File: src/common/watchdog_pkg.sv
// Purpose: Shared constants and types for the instruction driven watchdog
// Assumes: Device clock of 25 MHz, the crystal clock and the device clock are the same
// Notes:   Times are kept in their own unit, cycle counts derive from them

package watchdog_pkg;

	// Clock
	localparam int unsigned CLK_PERIOD_NS        = 40;

	// Watchdog period; longest time, so it rounds down
	localparam int unsigned WDT_PERIOD_US        = 5000;
	localparam int unsigned WDT_PERIOD_CYCLES    = (WDT_PERIOD_US * 1000) / CLK_PERIOD_NS;

	// Power on reset interval; least time, so it rounds up
	localparam int unsigned POR_INTERVAL_US      = 10000;
	localparam int unsigned POR_INTERVAL_CYCLES  = (POR_INTERVAL_US * 1000 + CLK_PERIOD_NS - 1) / CLK_PERIOD_NS;

	// Extra crystal clocks added after the power on reset interval
	localparam int unsigned CRYSTAL_EXTRA_CYCLES = 18;

	// Opcodes seen from the core
	localparam logic [7:0]  OP_REFRESH           = 8'h5F;
	localparam logic [7:0]  OP_HALT_RUN          = 8'h4F;

	// Program address taken after pin recovery from the stopped state
	localparam logic [15:0] RECOVERY_ADDR        = 16'h000C;

	// Register port
	localparam int unsigned ADDR_W               = 4;
	localparam int unsigned DATA_W               = 8;
	localparam logic [3:0]  REG_CTRL             = 4'h0;
	localparam logic [3:0]  REG_STATUS           = 4'h1;
	localparam logic [3:0]  REG_MASK             = 4'h2;
	localparam logic [3:0]  REG_COUNT0           = 4'h3;
	localparam logic [3:0]  REG_COUNT1           = 4'h4;
	localparam logic [3:0]  REG_COUNT2           = 4'h5;

	// Control register fields (read only)
	localparam int unsigned CTRL_EN_BIT          = 0;
	localparam int unsigned CTRL_HRUN_BIT        = 1;
	localparam int unsigned CTRL_PERM_BIT        = 2;
	localparam int unsigned CTRL_RST_BIT         = 3;

	// Status and mask fields
	localparam int unsigned EVT_W                = 3;
	localparam int unsigned EVT_TIMEOUT_BIT      = 0;
	localparam int unsigned EVT_REFRESH_BIT      = 1;
	localparam int unsigned EVT_RECOVER_BIT      = 2;
	localparam logic [2:0]  STATUS_RST           = 3'h0;
	localparam logic [2:0]  MASK_RST             = 3'h0;

	// Core flag group written by a refresh
	typedef struct packed {
		logic z;
		logic s;
		logic v;
	} flags_t;
	localparam flags_t      FLAGS_RST            = 3'h0;
	localparam flags_t      FLAGS_AFTER_REFRESH  = 3'h4;

	// Watchdog states
	typedef enum logic [1:0] {
		WD_STRAP,
		WD_OFF,
		WD_ON,
		WD_RESET
	} wd_state_t;

endpackage : watchdog_pkg

File: src/rtl/instruction_driven_watchdog.sv
// Purpose: Watchdog steered by opcodes executed in the core
// Assumes: One opcode strobe per executed instruction, inputs synchronous to mclk_i
// Notes:   Register port offers status, mask and a live view of the count
//
// Overview of operation
// - First refresh opcode enables the watchdog
// - Later refresh opcodes clear the counter
// - No instruction can stop an enabled watchdog
// - Missing refresh within period asserts reset
// - Timeout reset lasts power on interval plus 18
// - Refresh sets zero flag, clears sign, overflow
// - Software watchdog pauses in stopped state
// - Halt-run opcode lets counting continue in halt
// - Halt-run opcode leaves the count unchanged
// - Halt-run opcode ignored before watchdog enabled
// - Permanent option enables watchdog leaving reset
// - Permanent watchdog runs in halt and stop
// - Pin recovery jumps to recovery address, keeps ports
//
// The strobed register port and the register offsets were left to the implementer.

`timescale 1ns/1ps
`default_nettype none

module instruction_driven_watchdog
	import watchdog_pkg::*;
#(
	parameter int unsigned TIMEOUT_CYCLES = WDT_PERIOD_CYCLES,
	parameter int unsigned POR_CYCLES     = POR_INTERVAL_CYCLES
) (
	input  wire logic              mclk_i,
	input  wire logic              reset_n_i,
	// Opcode strobe from the core
	input  wire logic              op_exec_i,
	input  wire logic [7:0]        op_code_i,
	// Power states and option strap
	input  wire logic              halt_mode_i,
	input  wire logic              stop_mode_i,
	input  wire logic              permanent_opt_i,
	input  wire logic              stop_recovery_pin_n_i,
	// Register port
	input  wire logic [ADDR_W-1:0] reg_addr_i,
	input  wire logic [DATA_W-1:0] reg_wdata_i,
	input  wire logic              reg_wr_i,
	input  wire logic              reg_rd_i,
	output logic      [DATA_W-1:0] reg_rdata_o,
	// Results
	output logic                   wdt_reset_o,
	output logic                   flag_we_o,
	output flags_t                 flags_o,
	output logic                   resume_o,
	output logic      [15:0]       resume_addr_o,
	output logic                   port_defaults_o,
	output logic                   irq_o
);

	localparam int unsigned STRETCH_CYCLES = POR_CYCLES + CRYSTAL_EXTRA_CYCLES;
	localparam int unsigned WD_W           = $clog2(TIMEOUT_CYCLES + 1);
	localparam int unsigned ST_W           = $clog2(STRETCH_CYCLES + 1);

	// Picks one byte of the count for the register port
	function automatic logic [DATA_W-1:0] count_byte(input logic [23:0] c, input int unsigned idx);
		logic [23:0] sh;
		sh = c >> (idx * DATA_W);
		return sh[DATA_W-1:0];
	endfunction : count_byte

	// Watchdog state
	wd_state_t         state_q, state_d;     // Main state
	logic              perm_q, perm_d;       // Permanent option caught after reset
	logic              hrun_q, hrun_d;       // Halt-run permission
	logic              rst_out_q, rst_out_d; // Reset to the device
	logic              port_def_q, port_def_d; // Port defaults restore pulse

	// Decoded opcodes, only while the device is out of reset
	logic              refresh_op;
	logic              hrun_op;
	logic              wd_run;               // Watchdog may count
	logic              wd_clear;             // Counter back to zero
	logic              wd_expire;            // Period ran out
	logic [WD_W-1:0]   wd_count;             // Watchdog count
	logic              st_done;              // Reset stretch over

	assign refresh_op = op_exec_i && (op_code_i == OP_REFRESH) && (state_q != WD_RESET) && (state_q != WD_STRAP);
	assign hrun_op    = op_exec_i && (op_code_i == OP_HALT_RUN) && (state_q != WD_RESET) && (state_q != WD_STRAP);

	// Counting gate; permanent ignores both low power states
	always_comb begin
		wd_run = 1'b0;
		if (state_q == WD_ON) begin
			if (perm_q) begin
				wd_run = 1'b1;
			end else begin
				wd_run = !stop_mode_i && (!halt_mode_i || hrun_q);
			end
		end
	end

	// Clear on refresh, and hold at zero while not armed
	assign wd_clear = (state_q != WD_ON) || refresh_op;

	// Period counter, length set by a parameter
	wdt_counter #(
		.LIMIT (TIMEOUT_CYCLES),
		.WIDTH (WD_W)
	) u_wd_count (
		.mclk_i    (mclk_i),
		.reset_n_i (reset_n_i),
		.clear_i   (wd_clear),
		.run_i     (wd_run),
		.count_o   (wd_count),
		.done_o    (wd_expire)
	);

	// Reset stretch; one less because the pulse lags by a cycle
	wdt_counter #(
		.LIMIT (STRETCH_CYCLES - 1),
		.WIDTH (ST_W)
	) u_stretch (
		.mclk_i    (mclk_i),
		.reset_n_i (reset_n_i),
		.clear_i   (state_q != WD_RESET),
		.run_i     (state_q == WD_RESET),
		.count_o   (),
		.done_o    (st_done)
	);

	// Next state; nothing but a timeout or reset leaves the armed state
	always_comb begin
		state_d    = state_q;
		perm_d     = perm_q;
		hrun_d     = hrun_q;
		port_def_d = 1'b0;
		unique case (state_q)
			WD_STRAP: begin
				// Strap caught one cycle after release, never under reset
				perm_d     = permanent_opt_i;
				state_d    = permanent_opt_i ? WD_ON : WD_OFF;
				port_def_d = 1'b1;
			end
			WD_OFF: begin
				if (refresh_op) begin
					state_d = WD_ON;
				end
			end
			WD_ON: begin
				if (hrun_op) begin
					hrun_d = 1'b1;
				end
				if (wd_expire) begin
					state_d = WD_RESET;
				end
			end
			WD_RESET: begin
				hrun_d = 1'b0;
				if (st_done) begin
					// Behaves like power on: permanent comes back armed
					state_d    = perm_q ? WD_ON : WD_OFF;
					port_def_d = 1'b1;
				end
			end
		endcase
		rst_out_d = (state_d == WD_RESET);
	end

	// Watchdog registers
	always_ff @(posedge mclk_i) begin
		if (!reset_n_i) begin
			state_q    <= WD_STRAP;
			perm_q     <= 1'b0;
			hrun_q     <= 1'b0;
			rst_out_q  <= 1'b0;
			port_def_q <= 1'b0;
		end else begin
			state_q    <= state_d;
			perm_q     <= perm_d;
			hrun_q     <= hrun_d;
			rst_out_q  <= rst_out_d;
			port_def_q <= port_def_d;
		end
	end

	// Flag update from a refresh
	logic   flag_we_q, flag_we_d; // Flag write pulse
	flags_t flags_q, flags_d;     // Flag values
	always_comb begin
		flag_we_d = refresh_op;
		flags_d   = refresh_op ? FLAGS_AFTER_REFRESH : flags_q;
	end

	always_ff @(posedge mclk_i) begin
		if (!reset_n_i) begin
			flag_we_q <= 1'b0;
			flags_q   <= FLAGS_RST;
		end else begin
			flag_we_q <= flag_we_d;
			flags_q   <= flags_d;
		end
	end

	// Stop recovery by pin; one pulse per stop period, at the first low level seen in it
	logic        wake_busy_q, wake_busy_d; // Pin wake already taken
	logic        resume_q, resume_d;       // Resume pulse
	logic [15:0] resume_addr_q, resume_addr_d;
	logic        pin_wake;                 // Fresh pin wake

	assign pin_wake = stop_mode_i && !stop_recovery_pin_n_i && !wake_busy_q;

	always_comb begin
		wake_busy_d   = stop_mode_i && (wake_busy_q || !stop_recovery_pin_n_i);
		resume_d      = pin_wake;
		resume_addr_d = pin_wake ? RECOVERY_ADDR : resume_addr_q;
	end

	always_ff @(posedge mclk_i) begin
		if (!reset_n_i) begin
			wake_busy_q   <= 1'b0;
			resume_q      <= 1'b0;
			resume_addr_q <= 16'h0000;
		end else begin
			wake_busy_q   <= wake_busy_d;
			resume_q      <= resume_d;
			resume_addr_q <= resume_addr_d;
		end
	end

	// Register port: sticky events, mask, read data
	logic [EVT_W-1:0]  status_q, status_d; // Sticky events
	logic [EVT_W-1:0]  mask_q, mask_d;     // Interrupt mask
	logic [DATA_W-1:0] rdata_q, rdata_d;   // Read data, one cycle late
	logic              irq_q, irq_d;       // Interrupt level
	logic [EVT_W-1:0]  events;             // Events this cycle
	logic [DATA_W-1:0] ctrl_view;          // Control register image

	always_comb begin
		events                  = '0;
		events[EVT_TIMEOUT_BIT] = wd_expire;
		events[EVT_REFRESH_BIT] = refresh_op;
		events[EVT_RECOVER_BIT] = pin_wake;
		ctrl_view                = '0;
		ctrl_view[CTRL_EN_BIT]   = (state_q == WD_ON);
		ctrl_view[CTRL_HRUN_BIT] = hrun_q;
		ctrl_view[CTRL_PERM_BIT] = perm_q;
		ctrl_view[CTRL_RST_BIT]  = rst_out_q;
	end

	// Next register values; a set in the clearing cycle survives
	always_comb begin
		status_d = status_q;
		mask_d   = mask_q;
		rdata_d  = '0;
		if (reg_wr_i && (reg_addr_i == REG_STATUS)) begin
			status_d = status_q & ~reg_wdata_i[EVT_W-1:0];
		end
		status_d = status_d | events;
		if (reg_wr_i && (reg_addr_i == REG_MASK)) begin
			mask_d = reg_wdata_i[EVT_W-1:0];
		end
		// Writes to the control image are dropped: it cannot stop the dog
		if (reg_rd_i) begin
			unique case (reg_addr_i)
				REG_CTRL:   rdata_d = ctrl_view;
				REG_STATUS: rdata_d = DATA_W'(status_q);
				REG_MASK:   rdata_d = DATA_W'(mask_q);
				REG_COUNT0: rdata_d = count_byte(24'(wd_count), 0);
				REG_COUNT1: rdata_d = count_byte(24'(wd_count), 1);
				REG_COUNT2: rdata_d = count_byte(24'(wd_count), 2);
				default:    rdata_d = '0;
			endcase
		end
		irq_d = |(status_d & mask_d);
	end

	always_ff @(posedge mclk_i) begin
		if (!reset_n_i) begin
			status_q <= STATUS_RST;
			mask_q   <= MASK_RST;
			rdata_q  <= '0;
			irq_q    <= 1'b0;
		end else begin
			status_q <= status_d;
			mask_q   <= mask_d;
			rdata_q  <= rdata_d;
			irq_q    <= irq_d;
		end
	end

	// Outputs straight from flops
	assign reg_rdata_o     = rdata_q;
	assign wdt_reset_o     = rst_out_q;
	assign flag_we_o       = flag_we_q;
	assign flags_o         = flags_q;
	assign resume_o        = resume_q;
	assign resume_addr_o   = resume_addr_q;
	assign port_defaults_o = port_def_q;
	assign irq_o           = irq_q;

	// Checks
	int unsigned rst_len_q; // Length of the current reset pulse
	always_ff @(posedge mclk_i) begin
		if (!reset_n_i) begin
			rst_len_q <= 0;
		end else begin
			rst_len_q <= rst_out_q ? rst_len_q + 1 : 0;
		end
	end
endmodule : instruction_driven_watchdog

`default_nettype wire

File: src/rtl/wdt_counter.sv
// Purpose: Up counter with clear, run and a terminal pulse
// Assumes: LIMIT of at least two
// Notes:   The pulse comes one cycle after the count hits LIMIT-1

`timescale 1ns/1ps
`default_nettype none

module wdt_counter #(
	parameter int unsigned LIMIT = 16,
	parameter int unsigned WIDTH = $clog2(LIMIT + 1)
) (
	input  wire logic             mclk_i,
	input  wire logic             reset_n_i,
	input  wire logic             clear_i,
	input  wire logic             run_i,
	output logic      [WIDTH-1:0] count_o,
	output logic                  done_o
);

	logic [WIDTH-1:0] count_q, count_d; // Running count
	logic             done_q, done_d;   // Terminal pulse
	logic             hit;              // Last count reached

	// Next count; clear wins over run
	always_comb begin
		hit     = (count_q == WIDTH'(LIMIT - 1));
		count_d = count_q;
		done_d  = 1'b0;
		if (clear_i) begin
			count_d = '0;
		end else if (run_i) begin
			count_d = hit ? '0 : count_q + WIDTH'(1);
			done_d  = hit;
		end
	end

	// Registers only
	always_ff @(posedge mclk_i) begin
		if (!reset_n_i) begin
			count_q <= '0;
			done_q  <= 1'b0;
		end else begin
			count_q <= count_d;
			done_q  <= done_d;
		end
	end

	assign count_o = count_q;
	assign done_o  = done_q;

endmodule : wdt_counter

`default_nettype wire

File: config.mk
export PLATFORM = sky130hd
export DESIGN_NAME = instruction_driven_watchdog
export DESIGN_NICKNAME = d
export VERILOG_FILES = /design/src/common/watchdog_pkg.sv /design/src/rtl/instruction_driven_watchdog.sv /design/src/rtl/wdt_counter.sv
export SDC_FILE = /design/constraint.sdc
export NUM_CORES = 1
export LEC_CHECK = 0
export ABC_AREA = 1
export BUFFER_PORTS_ARGS = -buffer_cell sky130_fd_sc_hd__buf_4
export CORE_AREA = 5 5 113 115
export DETAILED_ROUTE_END_ITERATION = 10
export DIE_AREA = 0 0 118 120
export MAX_ROUTING_LAYER = met4
export PLACE_DENSITY = 0.56
export SLEW_MARGIN = 20
export SYNTH_ARGS = -nofsm -noshare
export SYNTH_HDL_FRONTEND = slang
export SYNTH_HIERARCHICAL = 1
export SYNTH_SLANG_ARGS = --single-unit
export TNS_END_PERCENT = 10
File: constraint.sdc
create_clock -name mclk_i -period 1.9 [get_ports mclk_i]
set_clock_uncertainty 0.2 [all_clocks]
set_input_delay 0.38 -clock mclk_i [delete_from_list [all_inputs] [get_ports mclk_i]]
set_output_delay 0.38 -clock mclk_i [all_outputs]
set_load 0.1 [all_outputs]
# --- Word-level counts from Yosys, hierarchy flattened ---
# Index checks and enable logic that the tools add are counted.
totals:
  register_bits: 63
  latch_bits: 0
  ramBits: 0
  n_memories: 0
  wordCells: 90
  romBits: 0
  output_inout_bits: 32
op_classes:
  n_lt_le_gt_ge: 0
  div_mod_pow: 0
  n_addsub: 2
  n_shift: 0
  multipliers: 0
  n_bitwise: 7
  reduce_logical: 30
  eq_ne: 16
  n_mux: 17
ops:
  columns: ["op", "n"]
  rows:
  - ["$pmux W8 S6", 1]
  - ["$add A18 B1 Y18 const B", 1]
  - ["$eq A18 B18 Y1 const B", 1]
  - ["$mux W18", 1]
  - ["$add A17 B1 Y17 const B", 1]
  - ["$eq A17 B17 Y1 const B", 1]
  - ["$mux W17", 1]
  - ["$eq A8 B7 Y1 const B", 2]
  - ["$logic_and A1 B1 Y1", 12]
  - ["$mux W2", 5]
  - ["$reduce_or A3 Y1", 3]
  - ["$eq A4 B2 Y1 const B", 2]
  - ["$eq A4 B3 Y1 const B", 2]
  - ["$pmux W2 S4", 1]
  - ["$and A3 B3 Y3", 2]
  - ["$eq A2 B2 Y1 const B", 3]
  - ["$mux W3", 2]
  - ["$ne A2 B2 Y1 const B", 3]
  - ["$eq A4 B1 Y1 const B", 1]
  - ["$logic_not A1 Y1", 4]
  - ["$logic_not A4 Y1", 1]
  - ["$mux W1", 4]
  - ["$pmux W1 S2", 2]
  - ["$reduce_and A2 Y1", 2]
  - ["8 further kinds", 14]

# --- Longest topological paths before layout ---
# Gate-level depths: netlist of run 1.
logic_depth:
  ltp_word: 7
  mapped_depth: 12

# --- By module ---
# The synthesis of run 1 kept the hierarchy.
by_module_without_submodules:
  columns: ["module", "cells_each", "area_each_um2", "instances", "seq_area_each_um2"]
  rows:
  - ["instruction_driven_watchdog", 197, 1396.3, 1, 520.5]
  - ["wdt_counter at u_stretch", 161, 1023.5, 1, 380.4]
  - ["wdt_counter at u_wd_count", 145, 994.7, 1, 360.3]

# --- Worst setup path before layout of run 1 ---
# OpenSTA, ideal clock, no wires.
synth_path:
  kind: "register -> output"
  from: "reg resume_addr_o[2] (netlist name)"
  to: "out resume_addr_o[3]"
  path_stages_with_launch: 2
  path_slack_ns: -0.053
  required_time_ns: 1.320
  arrival_ns: 1.373
  cell_sequence: "dfxtp_1 -> buf_4"
synth_rtl:
  columns: ["item", "line_no", "rtl"]
  rows:
  - ["end: declaration", "instruction_driven_watchdog.sv:52", "output logic [15:0] resume_addr_o,"]
# No word-level cell between the ends.

# --- Final worst setup path of run 1 ---
layout_path:
  from: "reg u_wd_count.count_q[1], in the netlist u_wd_count/count_o[1]"
  to: "reg u_wd_count.count_q[3], in the netlist u_wd_count/count_o[3]"
layout_between:
  elab_chain_cells: 2
layout_lines:
  columns: ["item", "line_no", "rtl"]
  rows:
  - ["start: declaration", "wdt_counter.sv:20", "logic [WIDTH-1:0] count_q, count_d;"]
  - ["start signal: assignment", "wdt_counter.sv:43", "count_q <= count_d;"]
  - ["$add A17 B1 Y17 or $eq A17 B17 Y1 (tied branches)", "wdt_counter.sv:32, wdt_counter.sv:26", null]
  - ["$mux W17 (*)", "wdt_counter.sv:32", "count_d = hit ? '0 : count_q + WIDTH'(1);"]
# Mark *: on every way between the ends. The rest lies on a longest branch, timed or not.
# A chain may end at the register's enable or synchronous reset.

==> out/results.ini, run 1 <==
[logic_synthesis]
ys_async_sr_fraction_pct = 0
ys.flop_type = dfxtp_1
synth_top_area_share_pct = 36.9
synth_edf_count = 0
syn_area_mm2 = 0.00341
synth.avg_cell_area_um2 = 6.79
synth_top_area_cell = dfxtp_1
ys_warn_count = 6
ys_types = 31
ys_seq_elements = 63
synth_seq_area_share_pct = 36.9
synthTopCellsByArea = dfxtp_1 (37%), nand2_1 (14%), nor2_1 (9.1%)
syn_inst = 503

[clock_tree]
cts_tree = yes
clock_path_buffers = 2
cts-buffers-inserted = 9
cts_root_buf = clkbuf_16
h-tree-depth = 3
holdBufCountCts = 0
clk-insertion-delay-late_ns = 0.33
clock-sinks = 63
clk_transition_reported_paths_ns = 0.05

[timing]
rsz0062_at_grt = yes
setup_viol_count_final = 0
hold_violations = 0
timing.fmax_mhz = 567
fin_crit_ns = 1.76
tightest_slew_ns = 0.522
timing.slew.headroom_pct = 65.1
maxSlewViolCount = 0
finalCritPeriodShare_pct = 92.9

[routing]
drt_iter0_drc = 121
num_vias = 3136
wl_met1_mm = 3.63
drc_errors = 0
routedWlPerCell_um = 11.2
wirelength_mm = 7.97
routed.top_layer = met4
drt-vias-per-instance = 4.39
ant_nets = 0
drtPass1Iterations = 4
wl_met3_um = 359
met2_length_mm = 3.81

[final_layout]
fin_nets = 599
drive_gt1_share_pct = 21.5
antenna_cells = 0
final_common_cell = nand2_1
area_growth_syn_to_layout_pct = 24.4
final_cells = 714
layout_common_cells = nand2_1 (123), nor2_1 (82), dfxtp_1 (60)

[floorplan]
dieHeight_um = 120
die_area_mm2 = 0.0142
start_util_pct = 29.2
core_area_mm2 = 0.0117
row_count = 40
boundaryPins = 61
die_x_um = 118

[setup_path]
slowest_delay_ns = 0.41
crit_fanout = 8
crit_buf_inv = 1
crit_family = simple AND/OR/NAND/NOR gates
start_kind = flip-flop
path_cells = ha_1 > nand2_1 > clkinv_1 > nand2_1 > nor2_1 > nand3_2 > nand2_2 > nor2_1
cp.required_ns = 1.91
cp.arrival_ns = 1.78
critical_path_class = flip-flop to flip-flop
cp-end-kind = flip-flop
slowest_stage = dfxtp_1

[place]
detailed_place_hpwl_mm = 6.15
placedCellCount = 698
finalWeightedCongestion = 0.842
io_buffers = 39

[global_routing]
grt_overflow = 0
antenna_found_initial = 0
grtUsageTotal_pct = 12.2
grt_pass1_wl_mm = 13.9
grt_pass1_vias = 3095
grt_max_degree = 16

[power_and_ir_drop]
ir_drop_uv = 396
leakage_nw = 1.66
power_density_mw_per_mm2 = 812
power_mw = 3.45

[flow_run]
drv_cap = 0

[hold_path]
hold_path_class = primary input to flip-flop

[outcome]
outcome = complete, no violations

## layout make-up
type | count | area [µm²]
Fill cell | 1265 | 7460
Multi-Input combinational cell | 371 | 1850
Sequential cell | 63 | 1270
Timing Repair Buffer | 53 | 402
Clock buffer | 12 | 256
Inverter | 65 | 246
Tap cell | 147 | 184
Clock inverter | 3 | 42.5
## stage by stage
| stage | setup WS [ns] | area, µm² | hold slack [ns] | utilization [%] | TNS [ns] |
|---|---|---|---|---|---|
| detailed placement | 0.00661 | 3910 | 0.252 | 33.4 | 0 |
| CTS | 0.00566 | 4210 | 0.0236 | 36.0 | 0 |
| floorplan | -0.00416 | 3470 | 0.237 | - | -0.00832 |
| global placement | 0.0324 | 3910 | 0.245 | 33.4 | 0 |
| finish | 0.136 | 4250 | 0.0318 | 36.3 | 0 |
| global route | -0.0100 | 4250 | 0.0325 | 36.3 | -0.0141 |
## final timing paths
path	start	to	cells after the start	slack (ns)
max	u_wd_count/count_o[1]$_SDFFE_PP0P_	u_wd_count/count_o[3]$_SDFFE_PP0P_	8	0.14
min	permanent_opt_i	state_q[0]$_SDFF_PN0_	2	0.03
max reg2reg	u_wd_count/count_o[1]$_SDFFE_PP0P_	u_wd_count/count_o[3]$_SDFFE_PP0P_	8	0.14
min reg2reg	wake_busy_q$_SDFF_PN0_	wake_busy_q$_SDFF_PN0_	2	0.26
## timing repair
action	CTS	global route
gates cloned	0	0
resized for setup	0	13
setup endpoints to repair	2	32
pin swaps	0	4
setup buffers	1	0
## flip-flops by register name, summed over array words and instances, names as in the netlist, 2 cells and up
| register | cells |
|---|---|
| u_stretch/count_o | 18 |
| mask_q | 3 |
| u_wd_count/count_o | 17 |
| state_q | 2 |
| reg_rdata_o | 8 |
| status_q | 3 |
## report_power, final
part	switching [mW]	internal [mW]	total (mW)
clock	0.556	1.08	1.63
combinational	0.345	0.113	0.458
sequential	0.0153	1.34	1.36
total	0.917	2.53	3.45
## synthesized netlist by cell type (5+ instances only)
library cell and instances:
nand2_1 123, nor2_1 83, dfxtp_1 63, inv_1 58, nand3_1 29, a21oi_1 28, o21ai_0 20, buf_4 18
nor2_2 12, nand2_2 9, nor3_1 9, ha_1 7, inv_2 6, xor2_1 6, nand3_2 5, nor2_4 5
## kinds of logic after synthesis
family / Yosys count / share of synthesized area [%]
AO/OA/AOI/OAI: 54 / 8.35
adder cells (fa/ha/maj): 7 / 2.56
AND/OR/NAND/NOR: 284 / 38.2
flip-flops: 63 / 36.9
XOR/XNOR: 9 / 2.31
multiplexers: 1 / 0.293
other: 1 / 0.110
buffers and inverters: 84 / 11.2
## per-layer routing
layer	GRT usage, %	vias up
met1	14.3	1410
li1	-	1662
met4	6.24	0
met3	2.73	12
met5	-	-
met2	19.7	52
(Power assumes the default switching activity.)
==> inputs of run 2 (changes only) <==
- PLACE_DENSITY: 0.56 -> 0.55
- clock period: 1.9 -> 1.8 ns (I/O delays scaled with it)
==> out/results.ini, run 2 (same netlist as run 1, synthesis figures left out) <==
[timing]
finalCritPeriodShare_pct = 97.2
rsz0062_at_grt = yes
maxSlewViolCount = 0
hold_violations = 0
timing.fmax_mhz = 572
fin_crit_ns = 1.75
setup_viol_count_final = 0
timing.final.ws_setup_ns = 0.0507

[setup_path]
slowest_delay_ns = 0.33
start_kind = flip-flop
critical_path_class = flip-flop to flip-flop
crit_buf_inv = 3
path_cells = inv_2 > ha_4 > inv_2 > a21oi_2 > buf_6 > nand2_4 > nor2_4 > nand2_2 > nor2_4 > nand2_1 > nand3_1 > nor2_1
cp-end-kind = flip-flop
crit_fanout = 5
slowest_stage = dfxtp_2
cp.required_ns = 1.82
cp.arrival_ns = 1.77
crit_family = simple AND/OR/NAND/NOR gates

[flow_run]
drv_cap = 0

[global_routing]
grtUsageTotal_pct = 12.2
grt_overflow = 0
antenna_found_initial = 0
grt_pass1_wl_mm = 14.0
grt_pass1_vias = 3077
grt_max_degree = 11

[power_and_ir_drop]
power_density_mw_per_mm2 = 860
power_mw = 3.78
ir_drop_uv = 400
leakage_nw = 1.73

[clock_tree]
h-tree-depth = 3
clk-insertion-delay-late_ns = 0.33
cts_tree = yes
cts_root_buf = clkbuf_16
clk_transition_reported_paths_ns = 0.05
cts-buffers-inserted = 9
clock-sinks = 63
clock_path_buffers = 2
holdBufCountCts = 0

[floorplan]
core_area_mm2 = 0.0117
boundaryPins = 61
die_x_um = 118
row_count = 40
dieHeight_um = 120
start_util_pct = 29.2
die_area_mm2 = 0.0142

[final_layout]
largest_reg_flops = 18
drive_gt1_share_pct = 24.3
antenna_cells = 0
final_cell_area_mm2 = 0.00440
final_common_cell = nand2_1
fin_nets = 612
area_growth_syn_to_layout_pct = 28.8
layout_common_cells = nand2_1 (121), nor2_1 (81), buf_4 (61)
final_cells = 727

[routing]
wirelength_mm = 8.13
routedWlPerCell_um = 11.2
drtPass1Iterations = 4
drc_errors = 0
drt-vias-per-instance = 4.39
ant_nets = 0
drt_iter0_drc = 147
num_vias = 3195

[place]
io_buffers = 39
dpl_cell_area_mm2 = 0.00399
placedCellCount = 709
pre_cts_ws_ns = -0.0919
detailed_place_hpwl_mm = 6.30
finalWeightedCongestion = 0.828

[hold_path]
hold_path_class = primary input to flip-flop

[outcome]
outcome = complete, no violations

-- run 2: cell types whose count changed in the layout (fill, tap and decap cells not counted), sizes merged --
cell,before,now
bufinv,1,2
clkbuf,12,11
nand2,134,135
clkinv,2,3
clkinvlp,1,0
buf,53,65
-- run 2: repair_timing --
item | CTS | global route
pin swaps | 2 | 14
resized for setup | 3 | 22
setup endpoints to repair | 11 | 33
setup buffers | 0 | 2
gates cloned | 0 | 1
-- run 2: cell type report --
class                      instances  area (µm²)
fill                            1265        7310
timing repair buffer              65         503
clock inverter                     4        70.1
clock buffer                      11         243
multi-input combinational        372        1890
sequential                        63        1270
tap                              147         184
inverter                          65         244
-- run 2: stage by stage --
step	util [%]	setup TNS, ns	hold slack, ns
3_3_place_gp	34.1	-0.129	0.246
3_5_place_dp	34.1	-0.305	0.255
5_1_grt	37.6	-0.307	0.0248
6_report	37.6	0	0.0203
4_1_cts	36.8	-0.0714	0.00677
2_1_floorplan	-	-0.318	0.237
-- run 2: worst reg2reg max path, cell delays in order, from the launching register on --
cell     delay [ns]
dfxtp_2        0.33
inv_2          0.09
ha_4           0.14
inv_2          0.04
a21oi_2        0.11
buf_6          0.14
nand2_4        0.07
nor2_4         0.14
nand2_2        0.10
nor2_4         0.12
nand2_1        0.06
nand3_1        0.08
nor2_1         0.04
-- run 2: power by group --
| group | switching (mW) | leakage, nW | internal (mW) |
|---|---|---|---|
| clock network | 0.589 | 0.155 | 1.24 |
| registers | 0.0153 | 0.510 | 1.42 |
| logic | 0.378 | 1.06 | 0.148 |
-- run 2: layer usage --
layer,GRT usage (%),vias to the layer above,share of wire [%]
met5,-,-,0
met4,4.09,0,1.7
met3,3.44,12,4.9
met2,20.2,50,48
met1,14.3,1447,45
li1,-,1686,-
-- run 2: worst paths after layout --
kind	start	endpoint	slack, ns	cells past startpoint
hold / removal	stop_recovery_pin_n_i	wake_busy_q$_SDFF_PN0_	0.02	2
setup / recovery	state_q[0]$_SDFF_PN0_	u_wd_count/count_o[9]$_SDFFE_PP0P_	0.05	12
hold reg to reg	wake_busy_q$_SDFF_PN0_	wake_busy_q$_SDFF_PN0_	0.26	2
setup reg to reg	state_q[0]$_SDFF_PN0_	u_wd_count/count_o[9]$_SDFFE_PP0P_	0.05	12
